[src/pkg/tcel_pkg.sv]
// Shared constants for the timer channel edge/level/toggle block
`default_nettype none
package tcel_pkg;
    // ------------------------------------------------------------------
    // Sizes
    // ------------------------------------------------------------------
    localparam int         NUM_CH      = 6;
    localparam int         ADDR_W      = 8;
    localparam int         CTRL_W      = 5;
    // ------------------------------------------------------------------
    // Register offsets (byte addresses)
    // ------------------------------------------------------------------
    localparam logic [7:0] CTRL_BASE   = 8'h00;
    localparam logic [7:0] STATUS_OFS  = 8'h18;
    // ------------------------------------------------------------------
    // Channel control fields
    // ------------------------------------------------------------------
    localparam int         ELS_LO_BIT  = 0;
    localparam int         ELS_HI_BIT  = 1;
    localparam int         TOV_BIT     = 2;
    localparam int         MSA_BIT     = 3;
    localparam int         MSB_BIT     = 4;
    localparam logic [4:0] CTRL_RST    = 5'h00;
    // ------------------------------------------------------------------
    // Status fields
    // ------------------------------------------------------------------
    localparam int         ST_FLAG_LSB = 0;
    localparam int         ST_PIN_LSB  = 8;
    localparam int         ST_OWN_LSB  = 16;
    // ------------------------------------------------------------------
    // Reset values
    // ------------------------------------------------------------------
    localparam logic       OUT_RST     = 1'b1;
    localparam logic [1:0] ELS_OFF     = 2'h0;
endpackage : tcel_pkg
`default_nettype wire

[src/pkg/tcel_chan_if.sv]
// Configuration and status carrier between top and one channel
`timescale 1ns/1ps
`default_nettype none
interface tcel_chan_if;
    logic [1:0] els;
    logic       tov;
    logic       ms_a;
    logic       ms_b;
    logic       flag_clr;
    logic       flag;
    logic       out_lvl;
    logic       owns;
    logic       drives;
    logic       cap;

    modport ctl  (output els, tov, ms_a, ms_b, flag_clr,
                  input  flag, out_lvl, owns, drives, cap);
    modport chan (input  els, tov, ms_a, ms_b, flag_clr,
                  output flag, out_lvl, owns, drives, cap);
endinterface : tcel_chan_if
`default_nettype wire

[src/hdl/tcel_top.sv]
// Six-channel timer mode logic with APB register access
//
// Contract
// - Capture edge chosen by select bits
// - Compare action chosen by select bits
// - Select bits zero return pin to port
// - Reset clears both select bits
// - Buffered set mode drives high on match
// - Overflow toggles pin when enabled
// - Overflow toggle ignored in capture mode
// - Reset clears overflow toggle enable
// - Overflow wins over simultaneous compare
// - Capture codes: rise, fall, both edges
// - Compare codes: none, toggle, low, high
// - Preset level is inverse of mode bit
//
// Our own choices: the placing of the registers and the APB register port.
`timescale 1ns/1ps
`default_nettype none
module tcel_top #(
    parameter int NUM_CH = tcel_pkg::NUM_CH,
    parameter int ADDR_W = tcel_pkg::ADDR_W
) (
    // Clock and reset
    input  wire logic              ref_clk,
    input  wire logic              reset_n,
    // APB slave
    input  wire logic              psel,
    input  wire logic              penable,
    input  wire logic              pwrite,
    input  wire logic [ADDR_W-1:0] paddr,
    input  wire logic [31:0]       pwdata,
    output logic      [31:0]       prdata,
    output logic                   pready,
    output logic                   pslverr,
    // Timer events
    input  wire logic              counter_ovf,
    input  wire logic [NUM_CH-1:0] compare_match,
    // Channel pins
    input  wire logic [NUM_CH-1:0] timer_channel_pin_in,
    output logic      [NUM_CH-1:0] timer_channel_pin_out,
    output logic      [NUM_CH-1:0] timer_channel_pin_oe,
    // General-purpose port side
    input  wire logic [NUM_CH-1:0] port_pin_out,
    input  wire logic [NUM_CH-1:0] port_pin_oe,
    // Capture strobes
    output logic      [NUM_CH-1:0] capture_stb
);
    // ------------------------------------------------------------------
    // Address decode
    // ------------------------------------------------------------------
    localparam logic [ADDR_W-1:0] STAT_A = ADDR_W'(tcel_pkg::STATUS_OFS);
    localparam logic [ADDR_W-1:0] BASE_A = ADDR_W'(tcel_pkg::CTRL_BASE);

    logic [tcel_pkg::CTRL_W-1:0] ctrl_q [NUM_CH];
    logic [31:0]                 prdata_q;
    logic [31:0]                 rd_word;
    logic [ADDR_W-1:0]           rel_a;
    logic [2:0]                  idx;
    logic                        hit_ctrl;
    logic                        hit_stat;
    logic                        access;
    logic                        wr_en;
    logic [NUM_CH-1:0]           flag_v;
    logic [NUM_CH-1:0]           lvl_v;
    logic [NUM_CH-1:0]           own_v;

    assign rel_a    = paddr - BASE_A;
    assign idx      = rel_a[4:2];
    assign hit_ctrl = (rel_a[1:0] == 2'h0) && (paddr >= BASE_A) &&
                      (rel_a < ADDR_W'(4 * NUM_CH));
    assign hit_stat = (paddr == STAT_A);
    assign access   = psel && penable;
    assign wr_en    = access && pwrite;

    // Zero wait states: every transfer finishes in its first access cycle
    assign pready   = 1'b1;
    assign pslverr  = access && !(hit_ctrl || hit_stat);

    // ------------------------------------------------------------------
    // Channel control registers
    // ------------------------------------------------------------------
    always_ff @(posedge ref_clk or negedge reset_n) begin
        if (!reset_n) begin
            for (int i = 0; i < NUM_CH; i++) begin
                ctrl_q[i] <= tcel_pkg::CTRL_RST;
            end
        end else if (wr_en && hit_ctrl) begin
            for (int i = 0; i < NUM_CH; i++) begin
                if (idx == 3'(i)) begin
                    ctrl_q[i] <= pwdata[tcel_pkg::CTRL_W-1:0];
                end
            end
        end
    end

    // ------------------------------------------------------------------
    // Read path
    // ------------------------------------------------------------------
    always_comb begin
        rd_word = 32'h0000_0000;
        if (hit_stat) begin
            rd_word[tcel_pkg::ST_FLAG_LSB +: NUM_CH] = flag_v;
            rd_word[tcel_pkg::ST_PIN_LSB  +: NUM_CH] = timer_channel_pin_in;
            rd_word[tcel_pkg::ST_OWN_LSB  +: NUM_CH] = own_v;
        end else if (hit_ctrl) begin
            for (int i = 0; i < NUM_CH; i++) begin
                if (idx == 3'(i)) begin
                    rd_word[tcel_pkg::CTRL_W-1:0] = ctrl_q[i];
                end
            end
        end
    end

    // Captured in the setup cycle so the data is a flop output in access
    always_ff @(posedge ref_clk or negedge reset_n) begin
        if (!reset_n) begin
            prdata_q <= 32'h0000_0000;
        end else if (psel && !penable && !pwrite) begin
            prdata_q <= rd_word;
        end
    end

    assign prdata = prdata_q;

    // ------------------------------------------------------------------
    // Channels and pin muxing
    // ------------------------------------------------------------------
    for (genvar g = 0; g < NUM_CH; g++) begin : g_ch
        tcel_chan_if cif ();

        assign cif.els[0]   = ctrl_q[g][tcel_pkg::ELS_LO_BIT];
        assign cif.els[1]   = ctrl_q[g][tcel_pkg::ELS_HI_BIT];
        assign cif.tov      = ctrl_q[g][tcel_pkg::TOV_BIT];
        assign cif.ms_a     = ctrl_q[g][tcel_pkg::MSA_BIT];
        assign cif.ms_b     = ctrl_q[g][tcel_pkg::MSB_BIT];
        // Write one to a status flag bit clears it
        assign cif.flag_clr = wr_en && hit_stat &&
                              pwdata[tcel_pkg::ST_FLAG_LSB + g];

        tcel_chan u_chan (
            .ref_clk (ref_clk),
            .reset_n (reset_n),
            .ovf     (counter_ovf),
            .match   (compare_match[g]),
            .pin_in  (timer_channel_pin_in[g]),
            .cif     (cif)
        );

        assign flag_v[g] = cif.flag;
        assign lvl_v[g]  = cif.out_lvl;
        assign own_v[g]  = cif.owns;
        // Port keeps the pin whenever the channel lets go of it
        assign timer_channel_pin_out[g] = cif.owns ? cif.out_lvl
                                                   : port_pin_out[g];
        assign timer_channel_pin_oe[g]  = cif.owns ? cif.drives
                                                   : port_pin_oe[g];
        assign capture_stb[g] = cif.cap;
    end
endmodule : tcel_top
`default_nettype wire

[src/hdl/tcel_chan.sv]
// One capture/compare channel: edge sensing, compare action, overflow toggle
`timescale 1ns/1ps
`default_nettype none
module tcel_chan (
    // Clock and reset
    input  wire logic ref_clk,
    input  wire logic reset_n,
    // Timer events
    input  wire logic ovf,
    input  wire logic match,
    // Pin level
    input  wire logic pin_in,
    // Configuration and status
    tcel_chan_if.chan cif
);
    // ------------------------------------------------------------------
    // Mode decode
    // ------------------------------------------------------------------
    logic       pres;
    logic       is_ic;
    logic       is_oc;
    logic       oc_cfg;
    logic       prev_q;
    logic       rise;
    logic       fall;
    logic       edge_hit;
    logic       ovf_act;
    logic       out_q;
    logic       flag_q;
    logic       cap_q;

    assign pres   = (cif.els == tcel_pkg::ELS_OFF);
    assign oc_cfg = cif.ms_a || cif.ms_b;
    assign is_ic  = !pres && !oc_cfg;
    assign is_oc  = !pres && oc_cfg;

    // ------------------------------------------------------------------
    // Edge sensing
    // ------------------------------------------------------------------
    always_ff @(posedge ref_clk or negedge reset_n) begin
        if (!reset_n) begin
            prev_q <= 1'b0;
        end else begin
            prev_q <= pin_in;
        end
    end

    assign rise     = pin_in && !prev_q;
    assign fall     = !pin_in && prev_q;
    assign edge_hit = is_ic && ((cif.els[0] && rise) ||
                                (cif.els[1] && fall));

    // ------------------------------------------------------------------
    // Output level
    // ------------------------------------------------------------------
    // Overflow toggle is gated by output-compare mode and the tov enable bit
    assign ovf_act = is_oc && cif.tov && ovf;

    always_ff @(posedge ref_clk or negedge reset_n) begin
        if (!reset_n) begin
            out_q <= tcel_pkg::OUT_RST;
        end else if (pres) begin
            out_q <= !cif.ms_a;
        end else if (ovf_act) begin
            out_q <= !out_q;
        end else if (is_oc && match) begin
            if (cif.els == 2'h1) begin
                out_q <= !out_q;
            end else if (cif.els == 2'h2) begin
                out_q <= 1'b0;
            end else begin
                out_q <= 1'b1;
            end
        end
    end

    // ------------------------------------------------------------------
    // Event flag and capture strobe
    // ------------------------------------------------------------------
    // Set beats a simultaneous software clear so no event is lost
    always_ff @(posedge ref_clk or negedge reset_n) begin
        if (!reset_n) begin
            flag_q <= 1'b0;
        end else if (edge_hit || (oc_cfg && match)) begin
            flag_q <= 1'b1;
        end else if (cif.flag_clr) begin
            flag_q <= 1'b0;
        end
    end

    always_ff @(posedge ref_clk or negedge reset_n) begin
        if (!reset_n) begin
            cap_q <= 1'b0;
        end else begin
            cap_q <= edge_hit;
        end
    end

    assign cif.flag    = flag_q;
    assign cif.out_lvl = out_q;
    assign cif.owns    = !pres;
    assign cif.drives  = is_oc;
    assign cif.cap     = cap_q;
endmodule : tcel_chan
`default_nettype wire

[config.mk]
export PLATFORM = sky130hd
export DESIGN_NAME = tcel_top
export DESIGN_NICKNAME = d
export VERILOG_FILES = /design/src/pkg/tcel_pkg.sv /design/src/pkg/tcel_chan_if.sv /design/src/hdl/tcel_top.sv /design/src/hdl/tcel_chan.sv
export SDC_FILE = /design/constraint.sdc
export NUM_CORES = 1
export LEC_CHECK = 0
export BUFFER_PORTS_ARGS = -buffer_cell sky130_fd_sc_hd__buf_4
export CAP_MARGIN = 20
export CORE_UTILIZATION = 33
export DETAILED_ROUTE_END_ITERATION = 8
export SYNTH_ARGS = -nofsm -noshare
export SYNTH_HDL_FRONTEND = slang
export SYNTH_SLANG_ARGS = --single-unit
[constraint.sdc]
create_clock -name ref_clk -period 1.8 [get_ports ref_clk]
set_input_delay 0.09 -clock ref_clk [delete_from_list [all_inputs] [get_ports ref_clk]]
set_output_delay 0.09 -clock ref_clk [all_outputs]
set_load 0.01 [all_outputs]
==> results of run 1 <==
==> power groups by stage <==
stage | combinational, uW | clock, uW | sequential (uW)
after floorplan | 202 | 0 | 1760
after global placement | 361 | 0 | 1780
final | 380 | 1610 | 1750
after CTS | 384 | 1650 | 1750
after global routing | 420 | 1710 | 1760
after detailed placement | 368 | 0 | 1780
==> cell usage in the layout (no fill, tap or decap), types with 12 or more instances in the layout <==
master	synthesis	routed
nand2_1	22	22
o21ai_0	29	29
inv_1	13	13
nor2_1	28	28
buf_4	21	90
nand3b_1	12	12
mux2_2	32	32
dfrtp_1	66	66
nand3_1	18	18
conb_1	2	15
==> per-stage QoR <==
step / std cells / hold slack, ps / total power [uW]
floorplan: 362 / -206 / 1960
global placement: 561 / 32.1 / 2140
detailed placement: 561 / 36.1 / 2150
CTS: 585 / 24.4 / 3790
global route: 585 / 32.3 / 3900
finish: 585 / 51.9 / 3740
==> sequential cells by signal, summed over array words and instances (netlist names) <==
signal                   flops
g_ch.u_chan.cif.out_lvl      6
g_ch.u_chan.cif.cap          6
ctrl_q                      30
g_ch.u_chan.cif.flag         6
prdata                      18
g_ch.u_chan.prev_q           6
==> Yosys cell counts, types with 2 or more instances <==
| cell | n | area (um^2) |
|---|---|---|
| conb_1 | 2 | 7.51 |
| nand3_1 | 18 | 90.1 |
| mux2i_1 | 7 | 70.1 |
| buf_2 | 2 | 10.0 |
| mux2_4 | 5 | 75.1 |
| a221o_1 | 6 | 60.1 |
| nor3_1 | 11 | 55.1 |
| clkbuf_1 | 10 | 37.5 |
| dfrtp_1 | 66 | 1650 |
| or4_1 | 3 | 22.5 |
| a22o_1 | 7 | 61.3 |
| buf_4 | 21 | 158 |
| o211ai_1 | 8 | 60.1 |
| nand2b_1 | 2 | 12.5 |
| o21ai_0 | 29 | 145 |
| a211oi_1 | 7 | 52.6 |
| inv_1 | 13 | 48.8 |
| nor2b_1 | 2 | 12.5 |
| nor4_1 | 3 | 18.8 |
| dfstp_2 | 6 | 158 |
| nand2_1 | 22 | 82.6 |
| o32a_1 | 3 | 30.0 |
| nor2_1 | 28 | 105 |
| o221ai_1 | 2 | 17.5 |
| a211o_1 | 5 | 43.8 |
| a21oi_1 | 3 | 15.0 |
| nand3b_1 | 12 | 90.1 |
| mux2_2 | 32 | 360 |
| o22ai_1 | 2 | 12.5 |
==> cell type report <==
type                       instances  share of cell area [%]
sequential                        72                    38.2
tap                              140                    3.70
clock buffer                      11                    3.20
timing repair buffer             101                    16.9
clock inverter                     5                    2.17
inverter                          13                    1.03
multi-input combinational        243                    34.8
==> worst min-delay path, stage by stage <==
cell and delay, ps:
buf_4 110, nand2_1 50, a221o_1 130
==> cell families after synthesis <==
family	share of synthesized area, %
and+or+nand+nor	15.1
other	0.205
DFF	49.3
buffers and inverters	7.23
muxes	13.8
AOI/OAI and AO/OA	14.4
==> worst paths after layout <==
kind	end	slack [ps]	cells past startpoint
setup / recovery	ctrl_q[6]$_DFFE_PN0P_	-4	5
min in group asynchronous	prdata[20]$_DFFE_PN0P_	200	2
max in group asynchronous	g_ch[3].u_chan.cif.out_lvl$_DFFE_PN1P_	960	3
setup reg to reg	g_ch[3].u_chan.cif.out_lvl$_DFFE_PN1P_	470	3
hold reg to reg	prdata[20]$_DFFE_PN0P_	480	2
hold / removal	g_ch[5].u_chan.cif.flag$_DFFE_PN0P_	50	3
==> layer usage <==
| metal | part of all wire, % | vias to the layer above | GRT usage, % |
|---|---|---|---|
| li1 | - | 1424 | - |
| met1 | 44 | 1467 | 24.1 |
| met2 | 49 | 81 | 29.3 |
| met3 | 5.8 | 5 | 5.02 |
| met4 | 0.76 | 0 | 4.40 |
| met5 | 0 | - | 0 |
==> repair_timing <==
action | CTS | global route
hold buffers | 8 | 0
setup endpoints to repair | 2 | 6
endpoints found under the hold margin | 39 | 0
pin swaps | 0 | 0
gates resized for setup | 1 | 1
==> flow_metrics.py, run 1 <==
metrics = {
    "status": {
        "status": "complete, but fails checks",
        "violations": "setup timing",
    },
    "clock_tree": {
        "cts.path.max_buffers": 2,
        "cts_inserted_buffers": 9,
        "clock_tree.root_cell": "clkbuf_8",
        "clk_latency_ps": 350,
        "clk_pin_slew_ps": 80,
        "cts_tree": "done",
        "htreeDepth": 3,
        "cts_setup_buffers": 0,
        "clock-sinks": 72,
    },
    "timing": {
        "setup_slack_ps": -4.16,
        "hold_violations": 0,
        "rsz0062_at_grt": "yes",
        "finClkSkew_ps": 10.3,
        "final.setup.tns_ps": -4.16,
        "fmax_mhz": 554,
        "final.min_clock_period_ps": 1800,
        "setup_viol": 1,
        "slew_viol_final": 0,
        "period_share_pct": 100,
    },
    "power_and_ir_drop": {
        "p_clk_share_pct": 43.0,
        "seqPwrFrac_pct": 46.8,
        "p_sw_share_pct": 23.1,
        "combPwrFrac_pct": 10.2,
        "power_density_mw_per_mm2": 790,
        "power_leakage_uw": 0.00232,
        "internal_power_uw": 2880,
        "vdd_drop_max_mv": 0.499,
        "p_sw_uw": 863,
    },
    "worst_setup_path": {
        "crit_required_ps": 2040,
        "crit_chain": "buf_6, or4_4, or3_4, or4b_4, mux2_4",
        "crit_arrival_ps": 2040,
        "max_stage_delay_ps": 560,
        "critPathBufInv": 1,
        "startpoint_type": "primary input",
        "crit_family": "simple AND/OR/NAND/NOR gates",
        "startpoint": "paddr[0]",
        "r2r-start": "ctrl_q[14]$_DFFE_PN0P_",
        "crit_path_max_fanout": 6,
        "worst_setup_path_end_kind": "flop",
        "slowest_stage": "or4b_4",
        "path_class": "primary input to flop",
    },
    "grt": {
        "antenna_found_initial": 0,
        "grt-ovfl-total": 0,
        "grt_pass1_vias": 2920,
        "grt_pass1_wl_um": 15600,
        "track_usage_pct": 18.2,
        "grt_start_max_net_pins": 47,
    },
    "routing": {
        "first_iter_violations": 170,
        "wl_per_cell_um": 16.9,
        "wl_um": 9890,
        "drt-pass1-iter-count": 4,
        "ant_nets": 0,
        "vias": 2977,
        "viasPerCell": 5.09,
        "drcViolationCount": 0,
    },
    "placement": {
        "preCtsSetupSlack_ps": -395,
        "placed_area_mm2": 0.00439,
        "gp_congestion": 0.808,
        "place_hpwl_um": 7080,
        "port_buffers": 80,
    },
    "logic_synthesis": {
        "ys_ff_latch": 72,
        "synth_cell_type_count": 41,
        "syn-cell-area_mm2": 0.00367,
        "async_flop_share_pct": 100,
        "yosys_warnings": 0,
        "synth_edf_count": 0,
        "synthFlopType": "dfrtp_1",
        "netlist_instances": 349,
        "synth.avg_cell_area_um2": 10.5,
        "yosysSeqAreaShare_pct": 49.3,
    },
    "cells_and_area": {
        "nets": 510,
        "n_antenna_cell": 0,
        "final.fill_count": 1051,
        "finalInstanceArea_mm2": 0.00473,
        "final_core_util_pct": 43.7,
        "drive_gt1_share_pct": 35.3,
        "area_delta_synth_final_pct": 29.0,
        "seqCellArea_mm2": 0.00181,
        "multi_input_area_mm2": 0.00165,
    },
    "floorplanning": {
        "coreArea_mm2": 0.0108,
        "ios": 122,
        "rows": 38,
        "start_util_pct": 33.9,
        "die_h_um": 107,
        "die_w_um": 107,
        "die-area_mm2": 0.0115,
    },
    "job": {
        "drv_cap": 0,
    },
    "worst_hold_path": {
        "hold_class": "primary input to flop",
        "min_from": "pwdata[5]",
    },
}
Power figures use the tool's default switching activity.
==> run 2, diff against run 1 <==
--- a/config.mk
+++ b/config.mk
@@ -9,6 +9,8 @@
 export CAP_MARGIN = 20
 export CORE_UTILIZATION = 33
 export DETAILED_ROUTE_END_ITERATION = 8
+export PLACE_DENSITY_LB_ADDON = 0.12
+export SLEW_MARGIN = 10
 export SYNTH_ARGS = -nofsm -noshare
 export SYNTH_HDL_FRONTEND = slang
 export SYNTH_SLANG_ARGS = --single-unit
==> run 2 against run 1 <==
  * The run still ends with setup timing left
  * Design area down 0.29%
  * Sequential cell count unchanged
  * Clock power about the same
  * Cell count down 0.17%
  * Critical path depth unchanged
  * Sequential share of layout area up 0.11 points
  * Count of clock-buffer cells in the layout unchanged
  * Core utilization down 0.13 points
  * Power down 0.29%
  * Register-to-register slack about the same
  * Sequential power about the same
  * Global-route usage about the same
==> flow_metrics.py, run 2 (synthesis gave the netlist of run 1 again) <==
metrics = {
    "grt": {
        "antenna_found_initial": 0,
        "grt_pass1_vias": 2963,
        "grt-ovfl-total": 0,
        "track_usage_pct": 18.2,
        "grt_pass1_wl_um": 15700,
        "grt_start_max_net_pins": 43,
    },
    "worst_setup_path": {
        "crit_required_ps": 2030,
        "crit_path_max_fanout": 6,
        "reg2reg_depth": 3,
        "worst_setup_path_end_kind": "flop",
        "r2r-start": "ctrl_q[19]$_DFFE_PN0P_",
        "ff2ff_setup_slack_ps": 460,
        "crit_arrival_ps": 2040,
        "path_class": "primary input to flop",
        "startpoint_type": "primary input",
        "r2r_end": "g_ch[2].u_chan.cif.out_lvl$_DFFE_PN1P_",
    },
    "timing": {
        "slew_viol_final": 0,
        "hold_violations": 0,
        "rsz0062_at_grt": "yes",
        "setup_viol": 6,
        "hold_ws_ps": 19.3,
        "finClkSkew_ps": 6.57,
        "setup_slack_ps": -15.9,
        "maxSlewHeadroom_pct": 64.6,
        "tightest_slew_ps": 526,
        "final.min_clock_period_ps": 1820,
        "period_share_pct": 101,
        "fmax_mhz": 551,
    },
    "clock_tree": {
        "htreeDepth": 3,
        "clk_latency_ps": 340,
        "cts_setup_buffers": 0,
        "clock-sinks": 72,
        "clock_tree.root_cell": "clkbuf_8",
        "cts_tree": "done",
        "clk_pin_slew_ps": 80,
        "cts.path.max_buffers": 2,
        "cts_inserted_buffers": 9,
    },
    "cells_and_area": {
        "final_common_cell": "buf_4",
        "drive_gt1_share_pct": 35.4,
        "n_antenna_cell": 0,
        "nets": 509,
        "largest_reg_flops": 30,
        "layout_common_cells": "buf_4, dfrtp_1, mux2_2",
        "largest-register": "ctrl_q",
        "area_delta_synth_final_pct": 28.6,
    },
    "floorplanning": {
        "start_util_pct": 33.9,
        "die-area_mm2": 0.0115,
        "die_w_um": 107,
        "coreArea_mm2": 0.0108,
        "ios": 122,
        "rows": 38,
        "die_h_um": 107,
    },
    "routing": {
        "wl_per_cell_um": 17.1,
        "viasPerCell": 5.15,
        "first_iter_violations": 90,
        "drt-pass1-iter-count": 7,
        "wl_um": 10000,
        "drcViolationCount": 0,
        "vias": 3008,
        "ant_nets": 0,
    },
    "job": {
        "drv_cap": 0,
    },
    "worst_hold_path": {
        "min_from": "compare_match[5]",
        "hold_end": "g_ch[5].u_chan.cif.flag$_DFFE_PN0P_",
        "hold_class": "primary input to flop",
        "holdPathStages": 2,
    },
    "status": {
        "status": "complete, but fails checks",
        "violations": "setup timing",
    },
    "placement": {
        "gp_congestion": 0.800,
        "preCtsSetupSlack_ps": -386,
        "port_buffers": 80,
        "place_hpwl_um": 7150,
    },
    "power_and_ir_drop": {
        "power_leakage_uw": 0.00231,
        "power_density_mw_per_mm2": 790,
        "vdd_drop_max_mv": 0.405,
    },
}
## run 2: worst max-delay path by stage
stage,start,endpoint
3_5_place_dp,paddr[0],ctrl_q[9]$_DFFE_PN0P_
5_1_grt,paddr[0],ctrl_q[9]$_DFFE_PN0P_
6_report,paddr[5],ctrl_q[9]$_DFFE_PN0P_
4_1_cts,paddr[5],ctrl_q[9]$_DFFE_PN0P_
3_3_place_gp,paddr[0],ctrl_q[6]$_DFFE_PN0P_
2_1_floorplan,paddr[0],ctrl_q[5]$_DFFE_PN0P_
## run 2: area by class of cell
class / instances / area, um^2
repair buffers: 100 / 785
inverters: 13 / 48.8
clock inverters: 5 / 103
well taps: 140 / 175
flip-flops and latches: 72 / 1810
clock buffers: 11 / 151
fillers: 1066 / 6120
multi-input cells: 243 / 1650
## run 2: stage by stage
| step | instances | power, uW | instance area (um^2) | utilization, % | setup TNS, ps |
|---|---|---|---|---|---|
| floorplan | 362 | 1960 | 3740 | - | -8090 |
| global placement | 561 | 2150 | 4390 | 40.5 | -9450 |
| detailed placement | 561 | 2150 | 4390 | 40.5 | -9270 |
| CTS | 584 | 3780 | 4720 | 43.5 | 0 |
| global route | 584 | 3900 | 4720 | 43.5 | -206 |
| finish | 584 | 3730 | 4720 | 43.5 | -62.2 |
## run 2: critical path, stage by stage
cell	delay [ps]
buf_4	110
or4_4	510
or3_4	460
or4b_4	560
mux2_4	320
## run 2: power by group
part / switching [uW] / internal (uW)
clock network: 607 / 994
logic: 189 / 190
registers: 58.6 / 1690
## run 2: metal layers
layer,global-route usage (%),routed length (um),vias to the layer above
li1,-,-,1427
met1,23.7,4580,1470
met2,29.3,4650,95
met3,5.02,576,16
met4,5.58,192,0
met5,0,0,-
## run 2: timing repair
item	in CTS	in global routing
gates cloned	0	0
resized for setup	1	0
hold endpoints to repair	39	0
hold buffers	7	0
setup endpoints to repair	5	14
